**src/psel_pkg.sv**
```systemverilog
// Constants shared by the parameter set selector
package psel_pkg;
	localparam int unsigned PSEL_NSETS     = 8;
	localparam int unsigned PSEL_AW        = 8;
	localparam int unsigned PSEL_CW        = 4;
	localparam int unsigned PSEL_NW        = 3;
	localparam logic [7:0]  PSEL_OFS_OVR   = 8'h00;
	localparam logic [7:0]  PSEL_OFS_TGT   = 8'h04;
	localparam logic [7:0]  PSEL_OFS_CNT   = 8'h08;
	localparam logic [7:0]  PSEL_OFS_RMT   = 8'h0C;
	localparam logic [7:0]  PSEL_OFS_ACT   = 8'h10;
	localparam logic [7:0]  PSEL_OFS_STAT  = 8'h14;
	localparam logic [7:0]  PSEL_OFS_LVL   = 8'h18;
	localparam int unsigned PSEL_F_NCFG    = 0;
	localparam int unsigned PSEL_F_FORCE   = 1;
	localparam int unsigned PSEL_F_PRIO    = 2;
	localparam logic [3:0]  PSEL_CODE_NONE = 4'h0;
	localparam logic [3:0]  PSEL_ACT_RST   = 4'h1;
	localparam logic [2:0]  PSEL_CNT_RST   = 3'h0;
	localparam logic [31:0] PSEL_DAT_ZERO  = 32'h0000_0000;
endpackage : psel_pkg

```
**src/psel_act_if.sv**
```systemverilog
// Interface joining input conditioning, rank encoder and selector core
`timescale 1ns/10ps
`default_nettype none
interface psel_act_if #(parameter int unsigned N = 8);
	logic [N-1:0] lvl;
	logic [N-1:0] rise;
	logic [N-1:0] vec;
	logic         hit;
	logic [2:0]   idx;
	modport sync (output lvl, output rise);
	modport enc  (input vec, output hit, output idx);
	modport ctl  (input lvl, input rise, input hit, input idx, output vec);
endinterface : psel_act_if
`default_nettype wire

```
**src/psel_sync.sv**
```systemverilog
// Two-stage synchroniser and rising-edge detect for activation inputs
`timescale 1ns/10ps
`default_nettype none
module psel_sync import psel_pkg::*; #(
	parameter int unsigned N = PSEL_NSETS
) (
	input  wire logic         clk_i,
	input  wire logic         rst_i,
	input  wire logic         ce_i,
	input  wire logic [N-1:0] pin_i,
	psel_act_if.sync          a
);
	typedef struct packed {
		logic [N-1:0] s1;
		logic [N-1:0] s2;
		logic [N-1:0] s3;
	} psel_sync_t;
	psel_sync_t s_r;
	psel_sync_t s_nxt;
	always_comb begin
		s_nxt    = s_r;
		s_nxt.s1 = pin_i;
		s_nxt.s2 = s_r.s1;
		s_nxt.s3 = s_r.s2;
	end
	always_ff @(posedge clk_i) begin
		if (rst_i) begin
			s_r <= '0;
		end else if (ce_i) begin
			s_r <= s_nxt;
		end
	end
	// Edge taken from stages two and three so stage one feeds nothing else
	for (genvar g = 0; g < N; g++) begin : g_bit
		assign a.lvl[g]  = s_r.s2[g];
		assign a.rise[g] = s_r.s2[g] & ~s_r.s3[g];
	end
endmodule : psel_sync
`default_nettype wire

```
**src/psel_rank.sv**
```systemverilog
// Rank encoder: topmost requesting set, set one ranked first
`timescale 1ns/10ps
`default_nettype none
module psel_rank import psel_pkg::*; #(
	parameter int unsigned N = PSEL_NSETS
) (
	psel_act_if.enc a
);
	always_comb begin
		a.hit = 1'b0;
		a.idx = 3'h0;
		for (int i = N - 1; i >= 0; i--) begin
			if (a.vec[i]) begin
				a.hit = 1'b1;
				a.idx = 3'(i);
			end
		end
	end
endmodule : psel_rank
`default_nettype wire

```
**src/psel_top.sv**
```systemverilog
// Parameter set selector core with classic Wishbone register slave
//
// Decided for this implementation: the register addresses and the Wishbone register port.
`timescale 1ns/10ps
`default_nettype none
module psel_top import psel_pkg::*; #(
	parameter int unsigned N_SETS = PSEL_NSETS
) (
	input  wire logic              clk_i,
	input  wire logic              rst_i,
	input  wire logic              ce_i,
	input  wire logic [N_SETS-1:0] act_req_i,
	input  wire logic              wb_cyc_i,
	input  wire logic              wb_stb_i,
	input  wire logic              wb_we_i,
	input  wire logic [PSEL_AW-1:0] wb_adr_i,
	input  wire logic [3:0]        wb_sel_i,
	input  wire logic [31:0]       wb_dat_i,
	output logic                   wb_ack_o,
	output logic [31:0]            wb_dat_o,
	output logic [3:0]             active_set_o,
	output logic                   set_change_o,
	output logic [N_SETS-1:0]      set_enabled_o,
	output logic [N_SETS-1:0]      default_load_o,
	output logic                   override_enable_o,
	output logic [2:0]             fail_o
);
	if (N_SETS < 2 || N_SETS > PSEL_NSETS) begin : g_chk
		$error("psel_top: N_SETS must lie between 2 and 8");
	end

	typedef struct packed {
		logic              ack;
		logic [31:0]       rdat;
		logic              ovr;
		logic [3:0]        tgt;
		logic [2:0]        cnt;
		logic [3:0]        rmt;
		logic [3:0]        act;
		logic [2:0]        fail;
		logic              chg;
		logic [N_SETS-1:0] en;
		logic [N_SETS-1:0] ld;
	} psel_core_t;

	psel_core_t s_r;
	psel_core_t s_nxt;

	psel_act_if #(.N(N_SETS)) a ();

	psel_sync #(.N(N_SETS)) u_sync (
		.clk_i (clk_i),
		.rst_i (rst_i),
		.ce_i  (ce_i),
		.pin_i (act_req_i),
		.a     (a)
	);

	psel_rank #(.N(N_SETS)) u_rank (
		.a (a)
	);

	// Enabled-set mask for a set count code
	function automatic logic [N_SETS-1:0] en_mask(input logic [2:0] cnt);
		logic [N_SETS-1:0] m;
		m = '0;
		for (int i = 0; i < N_SETS; i++) begin
			m[i] = (3'(i) <= cnt);
		end
		return m;
	endfunction : en_mask

	// True when a code names an existing, enabled set
	function automatic logic code_ok(input logic [3:0] code, input logic [2:0] cnt);
		logic ok;
		ok = (code != PSEL_CODE_NONE) && (code <= 4'(N_SETS));
		if (ok) begin
			ok = (3'(code - 4'h1) <= cnt);
		end
		return ok;
	endfunction : code_ok

	logic [N_SETS-1:0] cfg;
	logic [2:0]        cnt_max;
	assign cfg     = en_mask(s_r.cnt);
	assign cnt_max = 3'(N_SETS - 1);
	// Unconfigured inputs never take part in ranking
	assign a.vec   = a.lvl & cfg;

	logic       req;
	logic       wr;
	logic [3:0] wcode;
	logic [2:0] wcnt;
	logic       f_ncfg;
	logic       f_force;
	logic       f_prio;

	always_comb begin
		s_nxt   = s_r;
		s_nxt.ld = '0;
		f_ncfg  = 1'b0;
		f_force = 1'b0;
		f_prio  = 1'b0;
		req     = wb_cyc_i & wb_stb_i;
		// Write lands on the edge where the master sees ack
		wr      = req & s_r.ack & wb_we_i & wb_sel_i[0];
		wcode   = wb_dat_i[3:0];
		wcnt    = wb_dat_i[2:0];
		s_nxt.ack = req & ~s_r.ack;

		if (req && !s_r.ack) begin
			case (wb_adr_i)
				PSEL_OFS_OVR:  s_nxt.rdat = {31'h0000_0000, s_r.ovr};
				PSEL_OFS_TGT:  s_nxt.rdat = {28'h000_0000, s_r.tgt};
				PSEL_OFS_CNT:  s_nxt.rdat = {29'h0000_0000, s_r.cnt};
				PSEL_OFS_RMT:  s_nxt.rdat = {28'h000_0000, s_r.rmt};
				PSEL_OFS_ACT:  s_nxt.rdat = {28'h000_0000, s_r.act};
				PSEL_OFS_STAT: s_nxt.rdat = {29'h0000_0000, s_r.fail};
				PSEL_OFS_LVL:  s_nxt.rdat = 32'(a.lvl);
				default:       s_nxt.rdat = PSEL_DAT_ZERO;
			endcase
		end

		// Local inputs: topmost held level wins, pulses latch while high and hold after release
		if (!s_r.ovr && a.hit) begin
			s_nxt.act = 4'({1'b0, a.idx}) + 4'h1;
		end
		// No request keeps the last set: act simply holds
		if (|(a.rise & ~cfg)) begin
			f_ncfg = 1'b1;
		end
		for (int i = 0; i < N_SETS; i++) begin
			if (!s_r.ovr && a.rise[i] && cfg[i] && a.hit && 3'(i) > a.idx) begin
				f_prio = 1'b1;
			end
		end

		if (wr) begin
			case (wb_adr_i)
				PSEL_OFS_OVR: begin
					s_nxt.ovr = wb_dat_i[0];
				end
				PSEL_OFS_TGT: begin
					s_nxt.tgt = wcode;
					if (wcode != PSEL_CODE_NONE) begin
						if (s_r.ovr && code_ok(wcode, s_r.cnt)) begin
							s_nxt.act = wcode;
						end else begin
							f_force = 1'b1;
						end
					end
				end
				PSEL_OFS_CNT: begin
					// Codes past the last built set are clamped
					s_nxt.cnt = (wcnt > cnt_max) ? cnt_max : wcnt;
					s_nxt.ld  = en_mask(s_nxt.cnt) & ~cfg;
					// Checked on the next value so a same-cycle input pick is caught too
					if (3'(s_nxt.act - 4'h1) > s_nxt.cnt) begin
						// A disabled active set falls back to set one
						s_nxt.act = PSEL_ACT_RST;
					end
				end
				PSEL_OFS_RMT: begin
					s_nxt.rmt = wcode;
					if (wcode != PSEL_CODE_NONE) begin
						if (!s_r.ovr) begin
							f_force = 1'b1;
						end else if (!code_ok(wcode, s_r.cnt)) begin
							f_ncfg = 1'b1;
						end else if (a.hit && 3'(wcode - 4'h1) > a.idx) begin
							f_prio = 1'b1;
						end else begin
							s_nxt.act = wcode;
						end
					end
				end
				PSEL_OFS_STAT: begin
					s_nxt.fail = s_r.fail & ~wb_dat_i[2:0];
				end
				default: begin
				end
			endcase
		end

		// New failures win over a clear in the same cycle
		s_nxt.fail[PSEL_F_NCFG]  = s_nxt.fail[PSEL_F_NCFG] | f_ncfg;
		s_nxt.fail[PSEL_F_FORCE] = s_nxt.fail[PSEL_F_FORCE] | f_force;
		s_nxt.fail[PSEL_F_PRIO]  = s_nxt.fail[PSEL_F_PRIO] | f_prio;
		s_nxt.en  = en_mask(s_nxt.cnt);
		s_nxt.chg = (s_nxt.act != s_r.act);
	end

	always_ff @(posedge clk_i) begin
		if (rst_i) begin
			s_r      <= '0;
			s_r.act  <= PSEL_ACT_RST;
			s_r.cnt  <= PSEL_CNT_RST;
			s_r.tgt  <= PSEL_CODE_NONE;
			s_r.rmt  <= PSEL_CODE_NONE;
			s_r.ovr  <= 1'b0;
			s_r.en   <= {{(N_SETS-1){1'b0}}, 1'b1};
		end else if (ce_i) begin
			s_r <= s_nxt;
		end
	end

	assign wb_ack_o          = s_r.ack;
	assign wb_dat_o          = s_r.rdat;
	assign active_set_o      = s_r.act;
	assign set_change_o      = s_r.chg;
	assign set_enabled_o     = s_r.en;
	assign default_load_o    = s_r.ld;
	assign override_enable_o = s_r.ovr;
	assign fail_o            = s_r.fail;
endmodule : psel_top
`default_nettype wire

```
**config.mk**
```make
export PLATFORM = sky130hd
export DESIGN_NAME = psel_top
export DESIGN_NICKNAME = d
export VERILOG_FILES = /design/src/psel_pkg.sv /design/src/psel_act_if.sv /design/src/psel_sync.sv /design/src/psel_rank.sv /design/src/psel_top.sv
export SDC_FILE = /design/constraint.sdc
export NUM_CORES = 1
export LEC_CHECK = 0
export BUFFER_PORTS_ARGS = -buffer_cell sky130_fd_sc_hd__buf_2
export CORE_ASPECT_RATIO = 1.75
export CORE_UTILIZATION = 50
export DETAILED_ROUTE_END_ITERATION = 12
export GPL_TIMING_DRIVEN = 0
export PLACE_DENSITY = 0.76
export SYNTH_ARGS = -nofsm -noshare
export SYNTH_HDL_FRONTEND = slang
export SYNTH_SLANG_ARGS = --single-unit
```
**constraint.sdc**
```tcl
create_clock -name clk_i -period 4.4 [get_ports clk_i]
set_input_delay 0.22 -clock clk_i [delete_from_list [all_inputs] [get_ports clk_i]]
set_output_delay 0.22 -clock clk_i [all_outputs]
set_load 0.02 [all_outputs]
```
==> metrics.md, run 1 <==
| Metric | Value |
|---|---|
| Congestion Overflow GR | `0` |
| Pin count of the biggest net entering global routing | `13` |
| Buf+Inv Stages, Crit Path | `2` |
| Worst-skew pair later-pin latency | `0.34 ns` |
| Worst path required time | `4.65 ns` |
| Maximum fanout along the worst path | `10` |
| Most frequent cell after synthesis | `nor2_1` |
| CP max stage cell | `ha_1` |
| RSZ-0062 raised after global routing | `false` |
| Avg Cell Area, Syn | `8.12 µm²` |
| Largest cells by area after synthesis | `dfxtp_1, mux2i_1, buf_4, nor2_1, ha_1` |
| Clk slew on worst S/H paths | `0.06 ns` |
| Initial Utilization | `a little over half` |
| Static Leak | `2.31 nW` |
| Max cap viols | `0` |
| Diodes inserted | `0` |
| Die area | `~9100 µm²` |
| Vias per cell | `around 5.6` |
| Final hold slack | `approximately 0.12 ns` |
| Element type at the critical path start | `flip-flop` |
| Critical Path Max Stage Delay | `0.35 ns` |
| FP Rows | `44` |
| Clock power frac | `between 40 and 50%` |
| GR Layer Usage met2 | `51.0%` |
| Async SR Flop Fraction | `0%` |
| Fraction of layout cells with a size suffix above 1 | `around a quarter` |
| CP cell instances | `clkbuf_1 > a21o_1 > a221o_1 > o211ai_1 > inv_2 > ha_1 > ha_1 > xnor2_1 > a21oi_1 > ha_1 > o21ai_0 > a31oi_1 > o21a_1 > o211a_1 > o21ai_0 > a32oi_1 > o221a_2 > a311oi_1` |
| Dpl hpwl | `just under 10000 µm` |
| Fin Setup TNS | `0 ns` |
| P_sw | `~0.42 mW` |
| Clk_skew | `0.00518 ns` |
| Root Driver | `clkbuf_16` |
| CTS Hold Buffers Added | `0` |
| Post-synthesis sequential area ratio | `a little under a third` |
| Antenna violations before repair | `0` |
| Critical path endpoint category | `flip-flop` |
| Critical path's most frequent cell | `ha_1` |
| Max clock buf depth | `2` |
| Vias | `between 4000 and 5000` |
| Result of the run | `complete, no violations` |
| Layout Nets | `~700` |
| Setup CP Type | `flip-flop to flip-flop` |
| Max frequency | `~0.24 GHz` |
| Die width | `around 73 µm` |
| Synth top area share | `between 30% and 40%` |
| Post-synth top cells | `nor2_1, dfxtp_1, buf_4` |
| Int Power | `1.17 mW` |
| Drt wl/cell | `roughly 17 µm` |
| Ys flop type | `dfxtp_1` |
| Die Ht | `between 100 and 150 µm` |
| Worst-margin pin slew | `between 0.7 and 0.8 ns` |
| Gate Count Post-Synth | `537` |
| Synth Cell Area | `roughly 4400 µm²` |
| Total power | `1.59 mW` |
| Port buffer count | `58` |
| Gpl congestion | `a little under 1` |
| Yosys reg bits | `69` |
| Syn. warnings | `0` |
| CTS tree | `done` |
| First-pass DRT Iterations | `6` |
| Fin crit period | `approximately 4.2 ns` |
| Global route hottest layer | `met2` |
| Number of remaining DRC errors | `0` |
| DR iter-0 viols | `312` |
| Combinational Power Share | `between 10% and 20%` |
| Final hold vios | `0` |
| Grt met3 use | `5.16%` |
| Post-synth top area cell | `dfxtp_1` |
| GR Util All Layers | `between 20 and 30%` |
| Maximum level of the CTS H-tree | `3` |
| Final Core Density | `about 62%` |
| Pre-CTS setup slack | `between 0.02 and 0.03 ns` |
| Top delay family on crit path | `compound AO/OA/AOI/OAI gates` |
| Reg power frac | `between 40% and 50%` |
| Vias in the first global route | `about 3900` |
| Post-synth EDFFs | `0` |
| Setup-failing EPs final | `0` |
| Slew HR | `roughly 46%` |
| Sw frac | `a little over a quarter` |
| PD cells | `approximately 310 nW/µm²` |
| Final period util | `a little over nine tenths` |
| Min setup slack post-route | `about 0.23 ns` |
| First-pass GRT wire length | `approximately 20000 µm` |
| Yosys cell types | `64` |
| Core area | `8370 µm²` |
| Worst vdd ir | `0.279 mV` |
| Cts bufs inserted | `9` |
| Hold crit path type | `input pin to flip-flop` |
| Arrival time worst endpoint | `between 4 and 5 ns` |
| Slew Limit Fails | `0` |
| GR Layer Usage met1 | `a little under a third` |
| IO Pins | `about 120` |
| CTS sink cnt | `69` |
| DRT antenna net count | `0` |
| Total routed wirelength | `12600 µm` |
| Area Overhead vs Synth | `19.2%` |
## sequential cells by signal, summed over array words and instances, names as in the netlist
name               count
wb_ack_o               1
u_sync.s_r             8
active_set_o           4
u_sync.s_nxt           8
override_enable_o      1
wb_dat_o               8
fail_o                 3
set_change_o           1
u_sync.a.lvl           8
default_load_o         8
s_r                   11
set_enabled_o          8
## layout by cell type, fill, tap and decap left out, types with 12 or more instances in the layout
cell and instances:
clkbuf_1 26, buf_4 56, dfxtp_1 69, inv_1 25, o21ai_0 16, buf_2 59, nand2b_1 12, a21oi_1 30
ha_1 14, nand3_1 14, conb_1 24, nor2_1 74, mux2i_1 42, nand2_1 31
## worst paths after layout
check / start / endpoint / slack [ns] / cells after the start
worst max-delay path: u_sync.a.lvl[1] / set_change_o / 0.23 / 18
worst min-delay path: act_req_i[2] / u_sync.s_nxt[10] / 0.12 / 3
worst max register to register: u_sync.a.lvl[1] / set_change_o / 0.23 / 18
worst min register to register: set_enabled_o[0] / set_enabled_o[0] / 0.45 / 1
## power by group through the flow
stage	combinational [mW]	clock (mW)	sequential, mW
finish	0.204	0.740	0.650
global route	0.225	0.774	0.651
CTS	0.202	0.746	0.649
detailed placement	0.201	0	0.663
global placement	0.197	0	0.662
floorplan	0.150	0	0.659
## timing repair
item,in CTS,in global routing
buffers inserted,0,1
gates resized for setup,0,5
endpoints found under the setup margin,0,4
## worst min-delay path, stage by stage
cell     delay [ns]
buf_2          0.08
mux2i_1        0.06
nor2_1         0.07
## logic make-up (layout without fill, tap and decap cells)
logic type | count (synthesis) | count (layout) | share of synthesized area, %
AO/OA/AOI/OAI | 111 | 111 | 17.5
AND/OR/NAND/NOR | 177 | 177 | 19.5
multiplexers | 46 | 46 | 11.2
flip-flops | 69 | 69 | 31.7
adder cells (fa/ha/maj) | 15 | 15 | 4.25
other | 1 | 24 | 0.0860
XOR/XNOR | 6 | 6 | 1.21
buffers and inverters | 112 | 186 | 14.6
## cell type report
cell class / instances / area, µm²
flip-flops and latches: 69 / 1380
inverters: 26 / 97.6
repair buffers: 59 / 298
multi-input cells: 379 / 2440
plain buffers: 85 / 536
clock buffers: 11 / 243
clock inverters: 5 / 58.8
well taps: 115 / 144
fillers: 810 / 3170
## stage by stage
step,cell area [µm²],std cells
after detailed placement,4880,733
after global placement,4880,733
after global routing,5200,749
final,5200,749
after floorplan,4450,560
after CTS,5180,749
## routing by layer
layer  vias to the layer above  part of all wire [%]
li1                       2001                     -
met1                      1941                    37
met2                       176                    52
met3                        56                   5.6
met4                         0                   5.9
met5                         -                     0
(Power assumes the default switching activity.)
==> inputs of run 2 (changes only) <==
CORE_UTILIZATION = 55   (was 50)
CTS_BUF_LIST = sky130_fd_sc_hd__clkbuf_8   (was unset)
PLACE_DENSITY = 0.83   (was 0.76)
==> run 2 against run 1 <==
  * Sequential power hardly changed
  * Clock power decreased by 17%
  * Non-clock buffer count down 1
  * Final cell count down 3.7%
==> metrics.md, run 2 (synthesized netlist as in run 1, its figures left out) <==
| Metric | Value |
|---|---|
| Most flops, register | `s_r` |
| Final period util | `96.3% (+1.5 points)` |
| RR Endpoint | `set_change_o` |
| Hold crit path type | `input pin to flip-flop` |
| Die area | `8300 µm² (-8.9%)` |
| Worst vdd ir | `0.400 mV (+44%)` |
| DR iter-0 viols | `307 (-1.6%)` |
| RSZ-0062 raised after global routing | `false` |
| Result of the run | `complete, no violations` |
| Area Overhead vs Synth | `16.6%` |
| Vias | `4088 (-2.1%)` |
| Vias in the first global route | `3987 (+1.6%)` |
| DRT antenna net count | `0 (unchanged)` |
| Total power | `1.47 mW (-7.9%)` |
| First-pass DRT Iterations | `6 (unchanged)` |
| Critical Path Start | `s_r[29]` |
| Drt wl/cell | `17.1 µm (+2.1%)` |
| Clk_skew | `0.0127 ns (+0.00757 ns)` |
| Setup CP Type | `flip-flop to flip-flop` |
| Number of flip-flops under the largest register name | `11 (unchanged)` |
| Cts repair resizes | `0 (unchanged)` |
| Reg2reg start | `s_r[29]` |
| First-pass GRT wire length | `19200 µm (-2.9%)` |
| Max frequency | `0.236 GHz (-1.6%)` |
| Final hold vios | `0 (unchanged)` |
| Number of remaining DRC errors | `0 (unchanged)` |
| FP Rows | `42 (-4.5%)` |
| Initial Utilization | `57.2% (+5.1 points)` |
| Slew Limit Fails | `0 (unchanged)` |
| Setup-failing EPs final | `0 (unchanged)` |
| Vias per cell | `5.67 (+1.7%)` |
| Fin Setup TNS | `0 ns (unchanged)` |
| Fin cells | `721 (-3.7%)` |
| Dpl hpwl | `9640 µm (-0.99%)` |
| Core area | `7620 µm² (-8.9%)` |
| Port buffer count | `58 (unchanged)` |
| Cells after DPL | `706 (-3.7%)` |
| Arrival time worst endpoint | `4.52 ns (+0.10 ns)` |
| Clk slew on worst S/H paths | `0.08 ns (+0.02 ns)` |
| Maximum fanout along the worst path | `10 (unchanged)` |
| CTS tree | `done` |
| Cts bufs inserted | `9 (unchanged)` |
| Static Leak | `2.27 nW (-1.3%)` |
| Final Core Density | `66.7% (+4.6 points)` |
| Final hold slack | `0.0816 ns (-0.0380 ns)` |
| Antenna violations before repair | `0 (unchanged)` |
| Worst path required time | `4.69 ns (+0.04 ns)` |
| R2R setup slack | `0.16 ns (-0.07 ns)` |
| Fraction of layout cells with a size suffix above 1 | `23.1% (-0.28 points)` |
| Root Driver | `clkbuf_8` |
| PD cells | `289 nW/µm² (-5.8%)` |
| Die Ht | `120 µm (-4.6%)` |
| Commonest cells after routing, fill and taps aside | `nor2_1, dfxtp_1, buf_2, buf_4, mux2i_1` |
| GR Util All Layers | `30.2% (+1.3 points)` |
| Hold_sp | `act_req_i[3]` |
| Maximum level of the CTS H-tree | `3 (unchanged)` |
| Critical path endpoint category | `flip-flop` |
| Element type at the critical path start | `flip-flop` |
| Min setup slack post-route | `0.163 ns (-0.0660 ns)` |
| Fill cell count | `668 (-18%)` |
| Gpl congestion | `0.948 (-1.3%)` |
| Commonest non-fill, non-tap cell in the layout | `nor2_1` |
| CTS sink cnt | `69 (unchanged)` |
| Pre-CTS setup slack | `0.0877 ns (+0.0608 ns)` |
| Worst-skew pair later-pin latency | `0.38 ns (+0.04 ns)` |
| Congestion Overflow GR | `0 (unchanged)` |
| Total routed wirelength | `12300 µm (-1.8%)` |
| Critical path endpoint | `set_change_o` |
| Layout Nets | `700 (-0.14%)` |
| Max clock buf depth | `2 (unchanged)` |
| Diodes inserted | `0 (unchanged)` |
| IO Pins | `116 (unchanged)` |
| Pin count of the biggest net entering global routing | `14 (+1)` |
| Worst-margin pin slew | `0.845 ns (+0.0551 ns)` |
| Postcts setup bufs | `0 (unchanged)` |
| Final Cell Area | `5080 µm² (-2.2%)` |
| Fin crit period | `4.24 ns (+0.0660 ns)` |
| Max cap viols | `0 (unchanged)` |
| CTS Hold Buffers Added | `0 (unchanged)` |
| Die width | `69.3 µm (-4.5%)` |
| Reg2Reg Depth | `18 (unchanged)` |
| Slew HR | `43.1% (-2.8 points)` |
| DP Area | `4850 µm² (-0.69%)` |
-- run 2: where the power goes --
group	internal, mW	switching [mW]	total, mW
Clock	0.339	0.276	0.615
Sequential	0.637	0.0126	0.649
Combinational	0.0799	0.123	0.203
Total	1.06	0.412	1.47
-- run 2: cell type report --
| cell class | count | area (µm²) | area share [%] |
|---|---|---|---|
| multi-input combinational | 379 | 2430 | 47.9 |
| sequential | 69 | 1380 | 27.2 |
| buffer | 85 | 536 | 10.5 |
| timing repair buffer | 58 | 290 | 5.71 |
| clock buffer | 10 | 138 | 2.71 |
| tap | 88 | 110 | 2.17 |
| inverter | 26 | 97.6 | 1.92 |
| clock inverter | 6 | 93.8 | 1.85 |
-- run 2: layer usage --
layer	part of all wire, %	vias up	global-route usage (%)
li1	-	1990	-
met1	37	1882	29.7
met2	53	162	56.1
met3	5.4	54	5.63
met4	4.8	0	20.5
met5	0	-	0
-- run 2: critical path, cell delays in order (launching register included) --
cell	delay, ns
dfxtp_1	0.35
clkbuf_2	0.21
a211oi_1	0.27
a221oi_2	0.08
o211ai_1	0.40
inv_1	0.25
ha_1	0.26
ha_1	0.30
xnor2_1	0.13
a21oi_1	0.20
ha_1	0.30
o21ai_0	0.17
a31oi_1	0.07
o21a_1	0.13
o211a_1	0.27
o21ai_0	0.16
a32oi_1	0.11
o221a_2	0.26
a311oi_1	0.23
-- run 2: worst min-delay path by stage --
stage	to	depth (start not counted)
global placement	set_enabled_o[0]	1
floorplan	s_r[26]	2
CTS	u_sync.s_nxt[11]	3
global route	u_sync.s_nxt[11]	3
finish	u_sync.s_nxt[11]	3
detailed placement	set_enabled_o[0]	1
